File: config.mk
export PLATFORM = sky130hd
export DESIGN_NAME = fepoc_top
export DESIGN_NICKNAME = d
export VERILOG_FILES = /design/src/verilog/fepoc_pkg.sv /design/src/verilog/fepoc_ctl_if.sv /design/src/verilog/fepoc_cmd_decode.sv /design/src/verilog/fepoc_erase_seq.sv /design/src/verilog/fepoc_top.sv
export SDC_FILE = /design/constraint.sdc
export NUM_CORES = 1
export LEC_CHECK = 0
export ABC_AREA = 1
export BUFFER_PORTS_ARGS = -buffer_cell sky130_fd_sc_hd__clkbuf_2
export CAP_MARGIN = 0
export CORE_ASPECT_RATIO = 1.4
export CORE_UTILIZATION = 46
export DETAILED_ROUTE_END_ITERATION = 16
export GPL_TIMING_DRIVEN = 0
export PLACE_DENSITY_LB_ADDON = 0.15
export SLEW_MARGIN = 20
export SYNTH_ARGS = -nofsm -noshare
export SYNTH_HDL_FRONTEND = slang
export SYNTH_SLANG_ARGS = --single-unit
File: constraint.sdc
create_clock -name clk_sys -period 1.5 [get_ports clk_sys]
set_clock_uncertainty 0.05 [all_clocks]
set_input_delay 0.075 -clock clk_sys [delete_from_list [all_inputs] [get_ports clk_sys]]
set_output_delay 0.075 -clock clk_sys [all_outputs]
set_load 0.005 [all_outputs]
File: src/verilog/fepoc_pkg.sv
`default_nettype none
package fepoc_pkg;
  // ****************************************
  // opcodes
  // ****************************************
  localparam logic [7:0] OP_REG_READ   = 8'h65;
  localparam logic [7:0] OP_REG_WRITE  = 8'h71;
  localparam logic [7:0] OP_BURST_LEN  = 8'hC0;
  localparam logic [7:0] OP_CLR_RESUME = 8'h30;
  localparam logic [7:0] OP_RST_ENABLE = 8'h66;
  localparam logic [7:0] OP_RST_DO     = 8'h99;
  localparam logic [7:0] OP_RST_LEGACY = 8'hF0;
  localparam logic [7:0] OP_PARAM_ER   = 8'h20;
  localparam logic [7:0] OP_PARAM_ER4  = 8'h21;
  localparam logic [7:0] OP_BLOCK_ER   = 8'hD8;
  localparam logic [7:0] OP_BLOCK_ER4  = 8'hDC;
  localparam logic [7:0] OP_BULK_ER    = 8'h60;
  localparam logic [7:0] OP_BULK_ER2   = 8'hC7;
  // ****************************************
  // register addresses
  // ****************************************
  localparam logic [23:0] ADDR_OPTIONS = 24'h000004;
  localparam logic [23:0] ADDR_BURST   = 24'h000005;
  // ****************************************
  // option register fields
  // ****************************************
  localparam int BIT_BLANK_CHECK = 5;
  localparam int BIT_PAGE_WRAP   = 4;
  localparam int BIT_PARAM_DIS   = 3;
  localparam int BIT_RESUME_SEL  = 2;
  localparam int BIT_BLOCK_SIZE  = 1;
  localparam int BIT_LEGACY_RST  = 0;
  localparam logic [7:0] OPT_WR_MASK = 8'h37;
  localparam logic [7:0] OPT_RD_MASK = 8'h3F;
  localparam int BIT_WRAP_DIS    = 4;
  localparam logic [7:0] RD_UNMAPPED = 8'h00;
  // ****************************************
  // page buffer
  // ****************************************
  localparam int BUF_AW          = 9;
  localparam int BUF_SMALL_AW    = 8;
  // ****************************************
  // erase kinds
  // ****************************************
  typedef enum logic [1:0] {EK_4K, EK_64K, EK_256K, EK_BULK} fepoc_kind_e;
endpackage : fepoc_pkg
`default_nettype wire

File: src/verilog/fepoc_ctl_if.sv
`timescale 1ns/1ps
`default_nettype none
interface fepoc_ctl_if;
  import fepoc_pkg::*;
  logic        rd_reg;
  logic        wr_reg;
  logic        set_burst_length_cmd;
  logic        clr_status;
  logic        resume;
  logic        soft_reset;
  logic        erase_go;
  fepoc_kind_e erase_kind;
  logic [23:0] addr;
  logic [7:0]  wdata;
  logic        erase_start;
  logic        erase_skip;
  logic        scan_start;
  logic        seq_busy;
  modport dec (output rd_reg, wr_reg, set_burst_length_cmd, clr_status, resume, soft_reset,
               erase_go, erase_kind, addr, wdata);
  modport seq (input erase_go, soft_reset,
               output erase_start, erase_skip, scan_start, seq_busy);
  modport top (input rd_reg, wr_reg, set_burst_length_cmd, clr_status, resume, soft_reset,
               erase_go, erase_kind, addr, wdata, erase_start, erase_skip,
               scan_start, seq_busy);
endinterface : fepoc_ctl_if
`default_nettype wire

File: src/verilog/fepoc_cmd_decode.sv
`timescale 1ns/1ps
`default_nettype none
module fepoc_cmd_decode
  import fepoc_pkg::*;
(
  // clock and reset
  input  wire logic       clk_sys,
  input  wire logic       rstn,
  // command in
  input  wire logic       req_valid,
  input  wire logic [7:0] req_opcode,
  input  wire logic [23:0] req_addr,
  input  wire logic [7:0] req_wdata,
  // option bits
  input  wire logic       resume_opcode_select,
  input  wire logic       legacy_reset_enable,
  input  wire logic       block_erase_size_select,
  // decoded
  fepoc_ctl_if.dec        ctl
);
  typedef struct packed {
    logic        armed;
    logic        rd_reg;
    logic        wr_reg;
    logic        set_burst_length_cmd;
    logic        clr_status;
    logic        resume;
    logic        soft_reset;
    logic        erase_go;
    fepoc_kind_e kind;
    logic [23:0] addr;
    logic [7:0]  wdata;
  } fepoc_dec_s;

  fepoc_dec_s st_r;
  fepoc_dec_s st_nxt;

  // ****************************************
  // opcode decode
  // ****************************************
  always_comb
  begin
    st_nxt            = st_r;
    st_nxt.rd_reg     = 1'b0;
    st_nxt.wr_reg     = 1'b0;
    st_nxt.set_burst_length_cmd        = 1'b0;
    st_nxt.clr_status = 1'b0;
    st_nxt.resume     = 1'b0;
    st_nxt.soft_reset = 1'b0;
    st_nxt.erase_go   = 1'b0;
    if (req_valid)
    begin
      st_nxt.armed = 1'b0;
      st_nxt.addr  = req_addr;
      st_nxt.wdata = req_wdata;
      case (req_opcode)
        OP_REG_READ:   st_nxt.rd_reg = 1'b1;
        OP_REG_WRITE:  st_nxt.wr_reg = 1'b1;
        OP_BURST_LEN:  st_nxt.set_burst_length_cmd = 1'b1;
        OP_CLR_RESUME:
        begin
          st_nxt.resume     = resume_opcode_select;
          st_nxt.clr_status = !resume_opcode_select;
        end
        OP_RST_ENABLE: st_nxt.armed = 1'b1;
        OP_RST_DO:     st_nxt.soft_reset = st_r.armed;
        OP_RST_LEGACY: st_nxt.soft_reset = legacy_reset_enable;
        OP_PARAM_ER, OP_PARAM_ER4:
        begin
          st_nxt.erase_go = 1'b1;
          st_nxt.kind     = EK_4K;
        end
        OP_BLOCK_ER, OP_BLOCK_ER4:
        begin
          st_nxt.erase_go = 1'b1;
          st_nxt.kind = block_erase_size_select ? EK_256K : EK_64K;
        end
        OP_BULK_ER, OP_BULK_ER2:
        begin
          st_nxt.erase_go = 1'b1;
          st_nxt.kind     = EK_BULK;
        end
        default: st_nxt.armed = 1'b0;
      endcase
    end
  end

  always_ff @(posedge clk_sys)
  begin
    if (!rstn)
      st_r <= '0;
    else
      st_r <= st_nxt;
  end

  assign ctl.rd_reg     = st_r.rd_reg;
  assign ctl.wr_reg     = st_r.wr_reg;
  assign ctl.set_burst_length_cmd        = st_r.set_burst_length_cmd;
  assign ctl.clr_status = st_r.clr_status;
  assign ctl.resume     = st_r.resume;
  assign ctl.soft_reset = st_r.soft_reset;
  assign ctl.erase_go   = st_r.erase_go;
  assign ctl.erase_kind = st_r.kind;
  assign ctl.addr       = st_r.addr;
  assign ctl.wdata      = st_r.wdata;
endmodule : fepoc_cmd_decode
`default_nettype wire

File: src/verilog/fepoc_erase_seq.sv
`timescale 1ns/1ps
`default_nettype none
module fepoc_erase_seq
  import fepoc_pkg::*;
(
  // clock and reset
  input  wire logic clk_sys,
  input  wire logic rstn,
  // option and array status
  input  wire logic blank_check_enable,
  input  wire logic prev_erase_ok,
  input  wire logic scan_zero_found,
  input  wire logic scan_done,
  // control
  fepoc_ctl_if.seq  ctl
);
  typedef enum logic {SQ_IDLE, SQ_SCAN} fepoc_seq_e;
  typedef struct packed {
    fepoc_seq_e state;
    logic       start;
    logic       skip;
    logic       scan;
  } fepoc_seq_s;

  fepoc_seq_s st_r;
  fepoc_seq_s st_nxt;

  // ****************************************
  // blank check sequence
  // ****************************************
  always_comb
  begin
    st_nxt       = st_r;
    st_nxt.start = 1'b0;
    st_nxt.skip  = 1'b0;
    st_nxt.scan  = 1'b0;
    case (st_r.state)
      SQ_IDLE:
        if (ctl.erase_go)
        begin
          if (!blank_check_enable)
            st_nxt.start = 1'b1;
          else if (!prev_erase_ok)
            st_nxt.start = 1'b1;
          else
          begin
            st_nxt.scan  = 1'b1;
            st_nxt.state = SQ_SCAN;
          end
        end
      SQ_SCAN:
        if (scan_zero_found)
        begin
          st_nxt.start = 1'b1;
          st_nxt.state = SQ_IDLE;
        end
        else if (scan_done)
        begin
          st_nxt.skip  = 1'b1;
          st_nxt.state = SQ_IDLE;
        end
      default: st_nxt.state = SQ_IDLE;
    endcase
    if (ctl.soft_reset)
      st_nxt = '0;
  end

  always_ff @(posedge clk_sys)
  begin
    if (!rstn)
      st_r <= '0;
    else
      st_r <= st_nxt;
  end

  assign ctl.erase_start = st_r.start;
  assign ctl.erase_skip  = st_r.skip;
  assign ctl.scan_start  = st_r.scan;
  assign ctl.seq_busy    = (st_r.state == SQ_SCAN);
endmodule : fepoc_erase_seq
`default_nettype wire

File: src/verilog/fepoc_top.sv
`timescale 1ns/1ps
`default_nettype none
// Notes on behaviour
// - option register via generic read/write
// - resets reload options from nonvolatile copy
// - failed prior erase means erase directly
// - good prior erase: scan, erase on zero
// - blank check for all erases; off: erase
// - page wrap bit chooses 256 or 512
// - parameter sector bit maps or removes sectors
// - parameter bit read-only, follows nonvolatile
// - 30h resume or clear status by bit
// - D8h/DCh erase 256K or 64K by bit
// - F0h reset only when legacy bit set
// - 66h then 99h as the next command resets; any other command between them cancels it
// - burst wrap only for main array reads
// - resets reload burst wrap from nonvolatile
// - burst wrap writable by write or C0h
module fepoc_top
  import fepoc_pkg::*;
#(
  parameter logic [23:0] OPT_ADDR   = ADDR_OPTIONS,
  parameter logic [23:0] BURST_ADDR = ADDR_BURST
)
(
  // clock and reset
  input  wire logic                clk_sys,
  input  wire logic                rstn,
  input  wire logic                hw_reset,
  // command port
  input  wire logic                req_valid,
  input  wire logic [7:0]          req_opcode,
  input  wire logic [23:0]         req_addr,
  input  wire logic [7:0]          req_wdata,
  output logic                     rd_valid,
  output logic [7:0]               rd_data,
  // nonvolatile copies
  input  wire logic [7:0]          opts_nv,
  input  wire logic [7:0]          burst_nv,
  // erase status
  input  wire logic                prev_erase_ok,
  input  wire logic                scan_zero_found,
  input  wire logic                scan_done,
  output logic                     erase_start,
  output logic                     erase_skip,
  output logic                     scan_start,
  output logic                     erase_busy,
  output logic [1:0]               erase_size,
  // page buffer
  input  wire logic [BUF_AW-1:0]   buf_load_addr,
  output logic [BUF_AW-1:0]        buf_wr_addr,
  // read path
  input  wire logic                read_is_array,
  output logic                     burst_wrap_active,
  output logic [1:0]               burst_wrap_len,
  // command actions
  output logic                     clear_status,
  output logic                     resume_pulse,
  output logic                     soft_reset,
  // option outputs
  output logic                     blank_check_enable,
  output logic                     page_buffer_wrap_select,
  output logic                     param_sectors_mapped,
  output logic                     resume_opcode_select,
  output logic                     block_erase_size_select,
  output logic                     legacy_reset_enable,
  output logic [7:0]               burst_wrap_config_volatile
);
  if (OPT_ADDR == BURST_ADDR)
  begin : g_addr_check
    $error("option and burst addresses must differ");
  end

  typedef struct packed {
    logic [7:0]          opts;
    logic [7:0]          burst;
    logic                rd_valid;
    logic [7:0]          rd_data;
    logic [1:0]          esize;
    logic [BUF_AW-1:0]   buf_addr;
    logic                wrap_act;
    logic                clr;
    logic                res;
    logic                srst;
    logic                start;
    logic                skip;
    logic                scan;
    logic                busy;
  } fepoc_top_s;

  fepoc_top_s st_r;
  fepoc_top_s st_nxt;
  logic       reload;

  fepoc_ctl_if ctl ();

  // ****************************************
  // submodules
  // ****************************************
  fepoc_cmd_decode u_dec (
    .clk_sys                 (clk_sys),
    .rstn                    (rstn),
    .req_valid               (req_valid),
    .req_opcode              (req_opcode),
    .req_addr                (req_addr),
    .req_wdata               (req_wdata),
    .resume_opcode_select    (st_r.opts[BIT_RESUME_SEL]),
    .legacy_reset_enable     (st_r.opts[BIT_LEGACY_RST]),
    .block_erase_size_select (st_r.opts[BIT_BLOCK_SIZE]),
    .ctl                     (ctl.dec)
  );

  fepoc_erase_seq u_seq (
    .clk_sys            (clk_sys),
    .rstn               (rstn),
    .blank_check_enable (st_r.opts[BIT_BLANK_CHECK]),
    .prev_erase_ok      (prev_erase_ok),
    .scan_zero_found    (scan_zero_found),
    .scan_done          (scan_done),
    .ctl                (ctl.seq)
  );

  // ****************************************
  // register file and outputs
  // ****************************************
  assign reload = hw_reset || ctl.soft_reset;

  always_comb
  begin
    st_nxt          = st_r;
    st_nxt.rd_valid = 1'b0;
    st_nxt.clr      = ctl.clr_status;
    st_nxt.res      = ctl.resume;
    st_nxt.srst     = ctl.soft_reset;
    st_nxt.start    = ctl.erase_start;
    st_nxt.skip     = ctl.erase_skip;
    st_nxt.scan     = ctl.scan_start;
    st_nxt.busy     = ctl.seq_busy;
    if (ctl.erase_go)
      st_nxt.esize = ctl.erase_kind;
    if (ctl.rd_reg)
    begin
      st_nxt.rd_valid = 1'b1;
      if (ctl.addr == OPT_ADDR)
        st_nxt.rd_data = st_r.opts & OPT_RD_MASK;
      else if (ctl.addr == BURST_ADDR)
        st_nxt.rd_data = st_r.burst;
      else
        st_nxt.rd_data = RD_UNMAPPED;
    end
    if (ctl.wr_reg)
    begin
      if (ctl.addr == OPT_ADDR)
        st_nxt.opts = ctl.wdata & OPT_WR_MASK;
      else if (ctl.addr == BURST_ADDR)
        st_nxt.burst = ctl.wdata;
    end
    if (ctl.set_burst_length_cmd)
      st_nxt.burst = ctl.wdata;
    // parameter-sector bit tracks the nonvolatile bit only
    st_nxt.opts[BIT_PARAM_DIS] = opts_nv[BIT_PARAM_DIS];
    if (st_r.opts[BIT_PAGE_WRAP])
      st_nxt.buf_addr = buf_load_addr;
    else
      st_nxt.buf_addr = {1'b0, buf_load_addr[BUF_SMALL_AW-1:0]};
    st_nxt.wrap_act = read_is_array && !st_r.burst[BIT_WRAP_DIS];
    if (reload)
    begin
      st_nxt.opts  = opts_nv & OPT_RD_MASK;
      st_nxt.burst = burst_nv;
    end
  end

  always_ff @(posedge clk_sys)
  begin
    if (!rstn)
    begin
      st_r       <= '0;
      st_r.opts  <= opts_nv & OPT_RD_MASK;
      st_r.burst <= burst_nv;
    end
    else
      st_r <= st_nxt;
  end

  assign rd_valid                   = st_r.rd_valid;
  assign rd_data                    = st_r.rd_data;
  assign erase_start                = st_r.start;
  assign erase_skip                 = st_r.skip;
  assign scan_start                 = st_r.scan;
  assign erase_busy                 = st_r.busy;
  assign erase_size                 = st_r.esize;
  assign buf_wr_addr                = st_r.buf_addr;
  assign burst_wrap_active          = st_r.wrap_act;
  assign burst_wrap_len             = st_r.burst[1:0];
  assign clear_status               = st_r.clr;
  assign resume_pulse               = st_r.res;
  assign soft_reset                 = st_r.srst;
  assign blank_check_enable         = st_r.opts[BIT_BLANK_CHECK];
  assign page_buffer_wrap_select    = st_r.opts[BIT_PAGE_WRAP];
  assign param_sectors_mapped       = !st_r.opts[BIT_PARAM_DIS];
  assign resume_opcode_select       = st_r.opts[BIT_RESUME_SEL];
  assign block_erase_size_select    = st_r.opts[BIT_BLOCK_SIZE];
  assign legacy_reset_enable        = st_r.opts[BIT_LEGACY_RST];
  assign burst_wrap_config_volatile = st_r.burst;
endmodule : fepoc_top
`default_nettype wire

### Word-level counts from Yosys, hierarchy flattened

Index checks and enable logic that the tools add are counted.
W data, S select, Z words.

| word-level totals | value |
|---|---|
| flip-flop bits (word level) | 88 |
| input port bits | 73 |
| output and inout port bits | 44 |
| word-level logic and storage cells | 101 |

| operators by class | value |
|---|---|
| eq/ne operators | 20 |
| muxes and demuxes | 29 |
| bitwise operators | 3 |
| reductions and logical operators | 18 |

Operator list:

| operator | number |
|---|---|
| $eq A24 B3 Y1 const B | 2 |
| $eq A8 B8 Y1 const B | 6 |
| $mux W42 | 1 |
| $mux W8 | 5 |
| $eq A8 B7 Y1 const B | 4 |
| $mux W14 | 2 |
| $eq A8 B6 Y1 const B | 3 |
| $mux W9 | 2 |
| $mux W1 | 12 |
| $pmux W3 S3 | 1 |
| $ne A4 B1 Y1 const B | 2 |
| $reduce_and A2 Y1 | 4 |
| $reduce_or A2 Y1 | 4 |
| $reduce_or A4 Y1 | 2 |
| $mux W2 | 3 |
| $mux W6 | 1 |
| $ne A3 B1 Y1 const B | 2 |
| $reduce_and A3 Y1 | 2 |
| $ne A4 B3 Y1 const B | 1 |
| $pmux W2 S2 | 1 |
| $logic_not A1 Y1 | 3 |
| $not A1 Y1 | 3 |
| $reduce_bool A3 Y1 | 1 |
| $pmux W1 S2 | 1 |
| 2 further kinds | 2 |

### Longest topological paths before layout

Gate-level depths: netlist of run 1.

| depth | value |
|---|---|
| depth after elaboration | 7 |
| mapped depth | 10 |
| mapped depth without buffers | 10 |

### Cells and area by module

Synthesis of run 1 repeated with hierarchy kept, for this count alone.

| second synthesis, totals | value |
|---|---|
| cell total of the unflattened synthesis | 532 |
| area, all modules | 4085.2 µm² |

Modules (own cells, without submodules):

| module | times used | cells each | area an instance (µm²) | sequential area each (µm²) |
|---|---|---|---|---|
| fepoc_top | 1 | 246 | 1976.9 | 970.9 |
| fepoc_cmd_decode | 1 | 261 | 1940.6 | 840.8 |
| fepoc_erase_seq | 1 | 25 | 167.7 | 80.1 |

### Worst setup path before layout of run 1

Ideal clock, no wire load.

| path | value |
|---|---|
| path kind | register to register |
| start point | register u_dec.st_r, in the netlist u_dec.ctl.addr[6] |
| end point | register st_r, in the netlist burst_wrap_config_volatile[0] (enable) |
| library setup time | 0.329 ns |
| data arrival time | 1.124 ns |
| required time | 1.121 ns |
| setup slack | -0.003 ns |
| cell stages (with the launch flop) | 8 |
| buffers on the path | 0 |
| period minus slack after synthesis | 1.503 ns |
| path through | dfxtp_1 nor2_1 nand2_1 inv_1 nand2_1 nor2_4 o2111ai_1 nand2_1 |

| between the ends | value |
|---|---|
| longest elaborated chain between the ends | 3 |
| elaborated cells on any way between the ends | 5 |
| those cells by class | 4 x eq/ne; 1 x reduce/logical |

RTL lines:

| element | line | text |
|---|---|---|
| start, declared | fepoc_cmd_decode.sv:35 | `fepoc_dec_s st_r;` |
| start signal, assigned | fepoc_cmd_decode.sv:93 | `st_r <= st_nxt;` |
| $eq A24 B3 Y1, on equally long branches | fepoc_top.sv:155, fepoc_top.sv:153 |  |
| $ne A4 B1 Y1 (no source line) or $ne A4 B3 Y1 (tied branches) | n/a |  |
| $reduce_and A3 Y1 (no source line) (*) | n/a |  |
| end signal, assigned | fepoc_top.sv:183 | `st_r <= st_nxt;` |
| end, declared | fepoc_top.sv:91 | `fepoc_top_s st_r;` |

Every way passes the cells marked *; elsewhere a longest branch is shown, timed or not.
A chain may end at the register's enable or synchronous reset.

### Final worst setup path of run 1

| path | value |
|---|---|
| start point | register u_dec.st_r, in the netlist u_dec.ctl.addr[21] |
| end point | register st_r, in the netlist resume_opcode_select (enable) |

| between the ends | value |
|---|---|
| longest elaborated chain between the ends | 3 |

RTL lines:

| element | line | text |
|---|---|---|
| $eq A24 B3 Y1 | fepoc_top.sv:153 | `if (ctl.addr == OPT_ADDR)` |
| $ne A3 B1 Y1 (no source line) | n/a |  |
| $reduce_and A2 Y1 (no source line) | n/a |  |

No other way between the ends.

==> results of run 1 <==
==> report_power, final <==
| group | internal (mW) | switching, mW |
|---|---|---|
| sequential | 2.50 | 0.0673 |
| combinational | 0.372 | 0.332 |
| clock | 0.643 | 0.912 |
| total | 3.52 | 1.31 |
==> synth_stat cells, drive strengths merged <==
master,count
inv,51
o32ai,1
o41ai,1
edfxtp,13
buf,40
dfxtp,75
o2111ai,1
clkbuf,7
nor2,111
o21bai,1
o21ai,49
nand3,27
or3,1
nor3,3
a21oi,6
nand4,13
nand2,87
nand3b,1
and3,1
nor4,2
==> cells by family after synthesis <==
logic type             after synthesis  share of synthesized area, %
DFF                                 88                          50.0
and+or+nand+nor                    246                          28.7
buffers and inverters               98                          13.2
AOI/OAI and AO/OA                   59                          8.17
==> layer usage <==
layer | global-route usage, % | share of wire (%) | wire (um) | vias up
met5 | 0 | 0 | 0 | -
met4 | 8.73 | 1.9 | 178 | 0
met3 | 4.07 | 5.1 | 477 | 17
met2 | 43.2 | 53 | 4990 | 110
met1 | 24.7 | 40 | 3740 | 1671
li1 | - | - | - | 1929
==> worst paths after layout <==
kind / cells past startpoint / endpoint / from
max: 6 / resume_opcode_select / u_dec.ctl.addr[21]
max reg2reg: 6 / resume_opcode_select / u_dec.ctl.addr[21]
min reg2reg: 2 / resume_pulse / u_dec.ctl.resume
min: 3 / u_dec.st_r[41] / req_opcode[1]
==> stage by stage <==
stage          utilization, %  power (mW)  setup TNS [ns]  instances
2_1_floorplan               -        2.91               0        491
3_3_place_gp             57.1        3.13           -1.29        704
3_5_place_dp             57.1        3.15           -1.69        704
4_1_cts                  68.3        4.83               0        789
5_1_grt                  69.5        5.05          -0.509        795
6_report                 69.5        4.83               0        795
==> what timing repair did <==
| action | in CTS | in global routing |
|---|---|---|
| hold buffers | 66 | 0 |
| gates resized for setup | 3 | 20 |
| hold endpoints to repair | 61 | 0 |
| setup buffers | 3 | 7 |
| pin swaps | 3 | 10 |
| setup endpoints to repair | 13 | 20 |
==> worst max-delay path, stage by stage, from the launching register on <==
cell and delay, ns:
dfxtp_2 0.34, nor2_2 0.10, nand2_2 0.07, nor2_4 0.15, buf_6 0.11, nand4_1 0.16, nand2_2 0.18
==> final cells by class <==
type	instances	area [sq um]	area share (%)
inverters	51	191	3.51
multi-input cells	305	1450	26.6
clock inverters	7	62.6	1.15
plain buffers	47	307	5.63
repair buffers	188	1290	23.8
flip-flops and latches	88	1900	34.8
clock buffers	9	124	2.27
well taps	100	125	2.30
==> summary.md, run 1 <==
| Metric | Value |
|---|---|
| Clock Tree Root | `clkbuf_8` |
| Hold WC Path Type | `primary input to flop` |
| Total die area | `0.00860 sq mm` |
| Worst setup EP type | `flop` |
| Final cycle utilization of the critical path | `a little over nine tenths` |
| FP Rows | `38` |
| Initial drt markers | `~130` |
| Vias per cell | `around 4.7` |
| Setup CP Type | `flop to flop` |
| Highest clock rate | `0.686 GHz` |
| Final WL | `9380 um` |
| Global-route wire length before repair | `roughly 15000 um` |
| Failing checks | `hold timing` |
| Cell Area, Placed | `0.00448 sq mm` |
| Drt drc | `0` |
| Initial antenna violation count | `0` |
| Leading area contributor after synthesis | `dfxtp_1` |
| Clk_lat worst skew | `0.36 ns` |
| Design Area, Final | `between 0.005 and 0.006 sq mm` |
| Die Y | `109 um` |
| Mean Syn Cell Area | `slightly below 8 sq um` |
| Gr usage total | `22.7%` |
| Drt pass-1 iters | `4` |
| LEAKAGE | `2.74 nW` |
| Top-area cell type share of the netlist area | `39.7%` |
| Grt total ovfl | `0` |
| Critical path fanouts, max | `5` |
| Clk slew on worst S/H paths | `0.09 ns` |
| Max VDD drop | `685 uV` |
| Share of the yosys chip area belonging to registers | `around 50%` |
| Setup WS pre-CTS | `-0.182 ns` |
| Pwr dens | `887 mW/mm^2` |
| Post-DP HPWL | `approximately 6600 um` |
| Buffers on Ports | `approximately 110` |
| Crit path launch type | `flop` |
| Vias after detailed routing | `approximately 3700` |
| Fin. Hold Viols | `1` |
| Number of fill cells | `638` |
| Max-cap violation count | `0` |
| Vias in the first global route | `roughly 3500` |
| Final min period | `roughly 1.5 ns` |
| Post-Syn Area | `0.00378 sq mm` |
| Commonest non-fill, non-tap cell in the layout | `clkbuf_2` |
| Most frequent cells in the layout | `clkbuf_2 (113), nor2_1 (94), nand2_1 (77)` |
| Clock Tree Buf Depth | `2` |
| Syn_nets | `564` |
| Unrepaired setup endpoints after global routing | `yes` |
| WP data required | `1.52 ns` |
| Syn Inst Count | `491` |
| Die Wd | `78.7 um` |
| Final slew viol count | `0` |
| Largest cells by area after synthesis | `dfxtp_1 (40%), edfxtp_1 (10%), nor2_1 (10%)` |
| Pin count of the biggest net entering global routing | `18` |
| Worst setup margin | `0.0426 ns` |
| H-tree levels | `3` |
| IO Pins | `117` |
| Post-route antenna net violation count | `0` |
| Core area | `0.00785 sq mm` |
| ANT cells | `0` |
| Status | `complete, but fails checks` |
| Sink Count | `88` |
| CTS Buf Count | `9` |
| WL per Instance | `11.8 um` |
| Slew @ Worst Pin | `between 0.4 and 0.5 ns` |
| Nets@finish | `~760` |
| Yosys cell types | `29` |
| Worst EP arrival | `1.47 ns` |
| Reg2reg setup slack | `0.04 ns` |
| Hold WS | `-0.00223 ns` |
| RePlAce Congestion | `0.900` |
| #FFs+latches synth | `a little under 90` |
| Layout area overhead | `44.0%` |
| Yosys warnings | `0` |
| Largest register FFs | `24` |
| CTS tree | `built` |
| Share of cells above drive strength 1 | `31.7%` |
| Initial Utilization | `roughly 48%` |
| Finish-stage setup viols | `0` |
| Slew margin rel. | `between 60% and 70%` |
(Power assumes the default switching activity.)
==> run 2: changes to the inputs <==
--- a/config.mk
+++ b/config.mk
@@ -11,3 +11,3 @@
 export CORE_ASPECT_RATIO = 1.4
-export CORE_UTILIZATION = 46
+export CORE_UTILIZATION = 50
 export DETAILED_ROUTE_END_ITERATION = 16
==> constraint.sdc (replaced) <==
create_clock -name clk_sys -period 1.6 [get_ports clk_sys]
set_clock_uncertainty 0.05 [all_clocks]
set_input_delay 0.16 -clock clk_sys [delete_from_list [all_inputs] [get_ports clk_sys]]
set_output_delay 0.16 -clock clk_sys [all_outputs]
set_load 0.005 [all_outputs]
==> summary.md, run 2 (synthesis results as in run 1) <==
| Metric | Value |
|---|---|
| Status | `complete, no violations (was complete, but fails checks)` |
| Slew margin rel. | `68.8% (was 67.7%)` |
| Initial antenna violation count | `0 (unchanged)` |
| Global-route wire length before repair | `14300 um (was 15200 um)` |
| Critical path fanouts, max | `5 (unchanged)` |
| Unrepaired setup endpoints after global routing | `yes (unchanged)` |
| Post-DP HPWL | `6430 um (was 6590 um)` |
| FP Rows | `37 (was 38)` |
| Setup CP Type | `flop to flop (unchanged)` |
| Final cycle utilization of the critical path | `96.3% (was 97.2%)` |
| CTS tree | `built (unchanged)` |
| Fin. Hold Viols | `0 (was 1)` |
| Largest register FFs | `24 (unchanged)` |
| Hold path cells | `3 (unchanged)` |
| Max-cap violation count | `0 (unchanged)` |
| Drt pass-1 iters | `4 (unchanged)` |
| Core area | `0.00736 sq mm (was 0.00785 sq mm)` |
| Highest clock rate | `0.649 GHz (was 0.686 GHz)` |
| Cell internal pwr | `3.75 mW (was 3.52 mW)` |
| Clk slew on worst S/H paths | `0.09 ns (about the same)` |
| CP top delay family | `simple AND/OR/NAND/NOR gates (unchanged)` |
| WL per Instance | `11.6 um (was 11.8 um)` |
| Post-route antenna net violation count | `0 (unchanged)` |
| Pin count of the biggest net entering global routing | `17 (was 18)` |
| Worst setup EP type | `flop (unchanged)` |
| LEAKAGE | `2.67 nW (was 2.74 nW)` |
| Total chip power | `4.93 mW (was 4.83 mW)` |
| Clock Tree Buf Depth | `2 (unchanged)` |
| Commonest non-fill, non-tap cell in the layout | `clkbuf_2 (unchanged)` |
| Buffers on Ports | `113 (unchanged)` |
| Max VDD drop | `652 uV (was 685 uV)` |
| WP data required | `1.61 ns (was 1.52 ns)` |
| Die Y | `105 um (was 109 um)` |
| Worst EP arrival | `1.55 ns (was 1.47 ns)` |
| Gate power share | `12.3% (was 14.6%)` |
| WP depth | `6 (unchanged)` |
| Clk pwr share | `38.9% (was 32.2%)` |
| Setup WS pre-CTS | `-0.183 ns (was -0.182 ns)` |
| Final Util | `71.2% (was 69.5%)` |
| Critical-path top delay cell | `dfxtp_2 (unchanged)` |
| Switching Power | `1.19 mW (was 1.31 mW)` |
| Critical-path cell list | `nor2_2 -> nand2_1 -> nor2_4 -> buf_6 -> nand4_1 -> nand2_2 (was nor2_2 -> nand2_2 -> nor2_4 -> buf_6 -> nand4_1 -> nand2_2)` |
| Final slew viol count | `0 (unchanged)` |
| ANT cells | `0 (unchanged)` |
| Gr usage total | `23.7% (was 22.7%)` |
| Worst path max stage delay | `0.33 ns (was 0.34 ns)` |
| Final min period | `1.54 ns (was 1.46 ns)` |
| Crit path launch type | `flop (unchanged)` |
| Layout area overhead | `38.5% (was 44.0%)` |
| Clk_lat worst skew | `0.35 ns (was 0.36 ns)` |
| RePlAce Congestion | `0.918 (was 0.900)` |
| Vias in the first global route | `3405 (was 3541)` |
| Final setup TNS | `0 ns (unchanged)` |
| Worst setup margin | `0.0589 ns (was 0.0426 ns)` |
| Layout Cells excl Fill | `767 (was 795)` |
| Net switching fraction of the power | `24.0% (was 27.2%)` |
| Vias after detailed routing | `3601 (was 3727)` |
| Total die area | `0.00793 sq mm (was 0.00860 sq mm)` |
| Final WL | `8930 um (was 9380 um)` |
| Drt drc | `0 (unchanged)` |
| Clock Tree Root | `clkbuf_8 (unchanged)` |
| Most frequent cells in the layout | `clkbuf_2 (113), nor2_1 (98), nand2_1 (81) (was clkbuf_2 (113), nor2_1 (94), nand2_1 (77))` |
| IO Pins | `117 (unchanged)` |
| Vias per cell | `4.69 (about the same)` |
| Worst-case reg-to-reg path depth | `6 (unchanged)` |
| CTS Buf Count | `9 (unchanged)` |
| Finish-stage setup viols | `0 (unchanged)` |
| Initial Utilization | `51.4% (was 48.2%)` |
| Slew @ Worst Pin | `0.469 ns (was 0.484 ns)` |
| Sequential share of power | `48.8% (was 53.2%)` |
| CP Buf/Inv Count | `1 (unchanged)` |
| Pwr dens | `941 mW/mm^2 (was 887 mW/mm^2)` |
| Share of cells above drive strength 1 | `30.9% (was 31.7%)` |
| Initial drt markers | `112 (was 132)` |
| Die Wd | `75.5 um (was 78.7 um)` |
| H-tree levels | `3 (unchanged)` |
| Grt total ovfl | `0 (unchanged)` |
| Hold WC Path Type | `primary input to flop (unchanged)` |
| Placed cell count | `701 (was 704)` |
| Sink Count | `88 (unchanged)` |
| Nets@finish | `738 (was 763)` |
[run 2: path summary, 6_finish.rpt]
check                                 end  slack (ns)                from
hold reg to reg              resume_pulse        0.37    u_dec.ctl.resume
setup / recovery  page_buffer_wrap_select        0.06  u_dec.ctl.addr[21]
setup reg to reg  page_buffer_wrap_select        0.06  u_dec.ctl.addr[21]
hold / removal         u_dec.ctl.wdata[1]       0.007        req_wdata[1]
[run 2: cell type report]
cell class	instances	area [sq um]
tap	97	121
fill	610	2120
timing repair buffer	163	1040
multi-input combinational	305	1420
clock inverter	5	88.8
buffer	47	307
clock buffer	11	174
sequential	88	1890
inverter	51	191
[run 2: stage by stage]
step | instance area, sq um | hold slack [ns]
2_1_floorplan | 3780 | 0.138
3_3_place_gp | 4470 | 0.215
3_5_place_dp | 4470 | 0.215
4_1_cts | 5140 | 0.00227
5_1_grt | 5240 | 0.0219
6_report | 5240 | 0.00706
[run 2: per-layer routing]
metal  share of wire [%]  global-route usage [%]  vias up
li1                    -                       -     1878
met1                  40                    25.4     1598
met2                  53                    43.6      111
met3                 5.0                    3.86       14
met4                 1.7                    10.2        0
met5                   0                       0        -
[run 2: what timing repair did]
item                       in CTS  in global routing
hold buffers                   40                  0
resized for setup               1                 10
pin swaps                       3                  7
setup endpoints to repair       8                 17
buffers inserted                1                  9
hold endpoints to repair       40                  0
[run 2: worst reg2reg max path, delay by kind of cell (launching register included)]
family        cells  cell delay, ns
buf+inv           1            0.12
simple gates      5            0.75
flops             1            0.33
[run 2: power groups by stage]
stage / logic (mW) / registers (mW) / clock network (mW)
2_1_floorplan: 0.290 / 2.44 / 0
3_3_place_gp: 0.482 / 2.45 / 0
3_5_place_dp: 0.493 / 2.46 / 0
4_1_cts: 0.572 / 2.40 / 1.94
5_1_grt: 0.683 / 2.42 / 2.03
6_report: 0.607 / 2.41 / 1.92
==> run 3: changes to the inputs <==
Settings changed: CORE_UTILIZATION 50 to 51, RECOVER_POWER set to 50.
==> summary.md, run 3 (synthesis results as in run 1) <==
| Metric | Value |
|---|---|
| Pin count of the biggest net entering global routing | `16 (was 17)` |
| Vias after detailed routing | `3620 (was 3601)` |
| Grt total ovfl | `0 (unchanged)` |
| Highest clock rate | `0.663 GHz (was 0.649 GHz)` |
| Die Wd | `74.8 um (was 75.5 um)` |
| Sequential share of power | `52.2% (was 48.8%)` |
| Max VDD drop | `731 uV (was 652 uV)` |
| WL met1 | `3480 um (was 3580 um)` |
| RePlAce Congestion | `0.906 (was 0.918)` |
| Status | `complete, no violations (unchanged)` |
| Most frequent cells in the layout | `clkbuf_2 (103), nor2_1 (101), nand2_1 (83) (was clkbuf_2 (113), nor2_1 (98), nand2_1 (81))` |
| Drt drc | `0 (unchanged)` |
| Clock Tree Buf Depth | `2 (unchanged)` |
| Clk_lat worst skew | `0.36 ns (was 0.35 ns)` |
| Top Layer Used | `met4 (unchanged)` |
| Max-cap violation count | `0 (unchanged)` |
| Met2 wire length | `4660 um (was 4750 um)` |
| Drt pass-1 iters | `4 (unchanged)` |
| CTS tree | `built (unchanged)` |
| Layout area overhead | `34.7% (was 38.5%)` |
| Post-DP HPWL | `6440 um (was 6430 um)` |
| Clk pwr share | `35.1% (was 38.9%)` |
| Buffers on Ports | `113 (unchanged)` |
| Setup CP Type | `flop to flop (unchanged)` |
| Core area | `0.00707 sq mm (was 0.00736 sq mm)` |
| Critical path fanouts, max | `8 (was 5)` |
| Final cycle utilization of the critical path | `94.2% (was 96.3%)` |
| Initial drt markers | `133 (was 112)` |
| Vias per cell | `4.76 (was 4.69)` |
| Nets@finish | `733 (was 738)` |
| IO Pins | `117 (unchanged)` |
| Worst setup EP type | `flop (unchanged)` |
| Gate power share | `12.6% (was 12.3%)` |
| WL per Instance | `11.8 um (was 11.6 um)` |
| Initial antenna violation count | `0 (unchanged)` |
| Gr usage total | `24.6% (was 23.7%)` |
| Switching Power | `1.11 mW (was 1.19 mW)` |
| Final slew viol count | `0 (unchanged)` |
| WP data required | `1.61 ns (about the same)` |
| Post-route antenna net violation count | `0 (unchanged)` |
| Final setup TNS | `0 ns (unchanged)` |
| Vias in the first global route | `3547 (was 3405)` |
| H-tree levels | `3 (unchanged)` |
| Net switching fraction of the power | `24.0% (about the same)` |
| FP Rows | `36 (was 37)` |
| Total chip power | `4.60 mW (was 4.93 mW)` |
| Slew @ Worst Pin | `0.474 ns (was 0.469 ns)` |
| Hold WC Path Type | `primary input to flop (unchanged)` |
| Reg2reg setup slack | `0.09 ns (was 0.06 ns)` |
| Unrepaired setup endpoints after global routing | `no (was yes)` |
| Final WL | `8930 um (about the same)` |
| CTS Buf Count | `9 (unchanged)` |
| Commonest non-fill, non-tap cell in the layout | `clkbuf_2 (unchanged)` |
| LEAKAGE | `2.58 nW (was 2.67 nW)` |
| Finish-stage setup viols | `0 (unchanged)` |
| Fin. Hold Viols | `0 (unchanged)` |
| Sink Count | `88 (unchanged)` |
| Crit path launch type | `flop (unchanged)` |
| Clock Tree Root | `clkbuf_8 (unchanged)` |
| Die Y | `104 um (was 105 um)` |
| ANT cells | `0 (unchanged)` |
| Cell internal pwr | `3.50 mW (was 3.75 mW)` |
| Final min period | `1.51 ns (was 1.54 ns)` |
| Initial Utilization | `53.5% (was 51.4%)` |
| Total die area | `0.00777 sq mm (was 0.00793 sq mm)` |
| Largest register FFs | `24 (unchanged)` |
| Clk slew on worst S/H paths | `0.08 ns (was 0.09 ns)` |
| DR WL met3 | `572 um (was 444 um)` |
| Pwr dens | `903 mW/mm^2 (was 941 mW/mm^2)` |
| Slew margin rel. | `68.4% (was 68.8%)` |
| Share of cells above drive strength 1 | `26.5% (was 30.9%)` |
| Worst EP arrival | `1.51 ns (was 1.55 ns)` |
| Global-route wire length before repair | `14700 um (was 14300 um)` |
[run 3: cell types whose count changed in the layout (fill, tap and decap cells not counted), moves of 3 or more]
| cell | delta |
|---|---|
| buf_1 | -3 |
| nor2_2 | -3 |
| buf_2 | -3 |
| clkbuf_2 | -10 |
| inv_2 | -3 |
| nor2_1 | +3 |
| buf_4 | -4 |
| clkbuf_1 | +18 |
| inv_1 | +3 |
[run 3: area by class of cell]
class                   count  area, sq um
plain buffers              47          299
clock buffers              12          166
clock inverters             4         50.0
fillers                   615         1970
inverters                  51          191
multi-input cells         305         1390
flip-flops and latches     88         1890
well taps                  95          119
repair buffers            158          988
[run 3: worst paths after layout]
path	end	depth (start not counted)	startpoint
min reg2reg	resume_pulse	2	u_dec.ctl.resume
min	u_dec.ctl.wdata[7]	3	req_wdata[7]
max reg2reg	burst_wrap_config_volatile[1]	7	u_dec.ctl.addr[8]
max	burst_wrap_config_volatile[1]	7	u_dec.ctl.addr[8]
[run 3: power groups by stage]
stage                     Combinational [mW]  Sequential [mW]  Clock (mW)
after CTS                              0.568             2.40        1.65
after floorplan                        0.290             2.44           0
after global placement                 0.479             2.45           0
final                                  0.582             2.40        1.62
after global routing                   0.657             2.42        1.74
after detailed placement               0.491             2.46           0
[run 3: metrics by stage]
stage	hold WS, ns	cells	worst slack (ns)	utilization [%]	instance area (sq um)
after CTS	0.000771	755	0.0128	71.9	5090
after detailed placement	0.214	699	-0.160	63.2	4470
final	0.00783	760	0.0923	72.1	5100
after global placement	0.216	699	-0.127	63.2	4470
after floorplan	0.138	491	0.0973	-	3780
after global routing	0.00586	760	0.00866	72.1	5100
[run 3: what timing repair did]
action,4_1_cts,5_1_grt
hold buffers,39,0
pin swaps,2,3
endpoints found under the setup margin,8,17
setup buffers,1,5
hold endpoints to repair,39,0
gates resized for setup,1,3
[run 3: worst max-delay path, stage by stage, from the launching register on]
cell and delay (ns):
dfxtp_1 0.31, nor2_1 0.11, nand2_1 0.12, inv_1 0.08, nand2_1 0.09, nor2_4 0.12
o2111ai_1 0.14, nand2_2 0.19
[run 3: metal layers]
layer / vias to the layer above / GRT usage [%]
met2: 127 / 43.4
met5: - / 0
met3: 18 / 6.01
met4: 0 / 12.1
li1: 1866 / -
met1: 1609 / 26.1
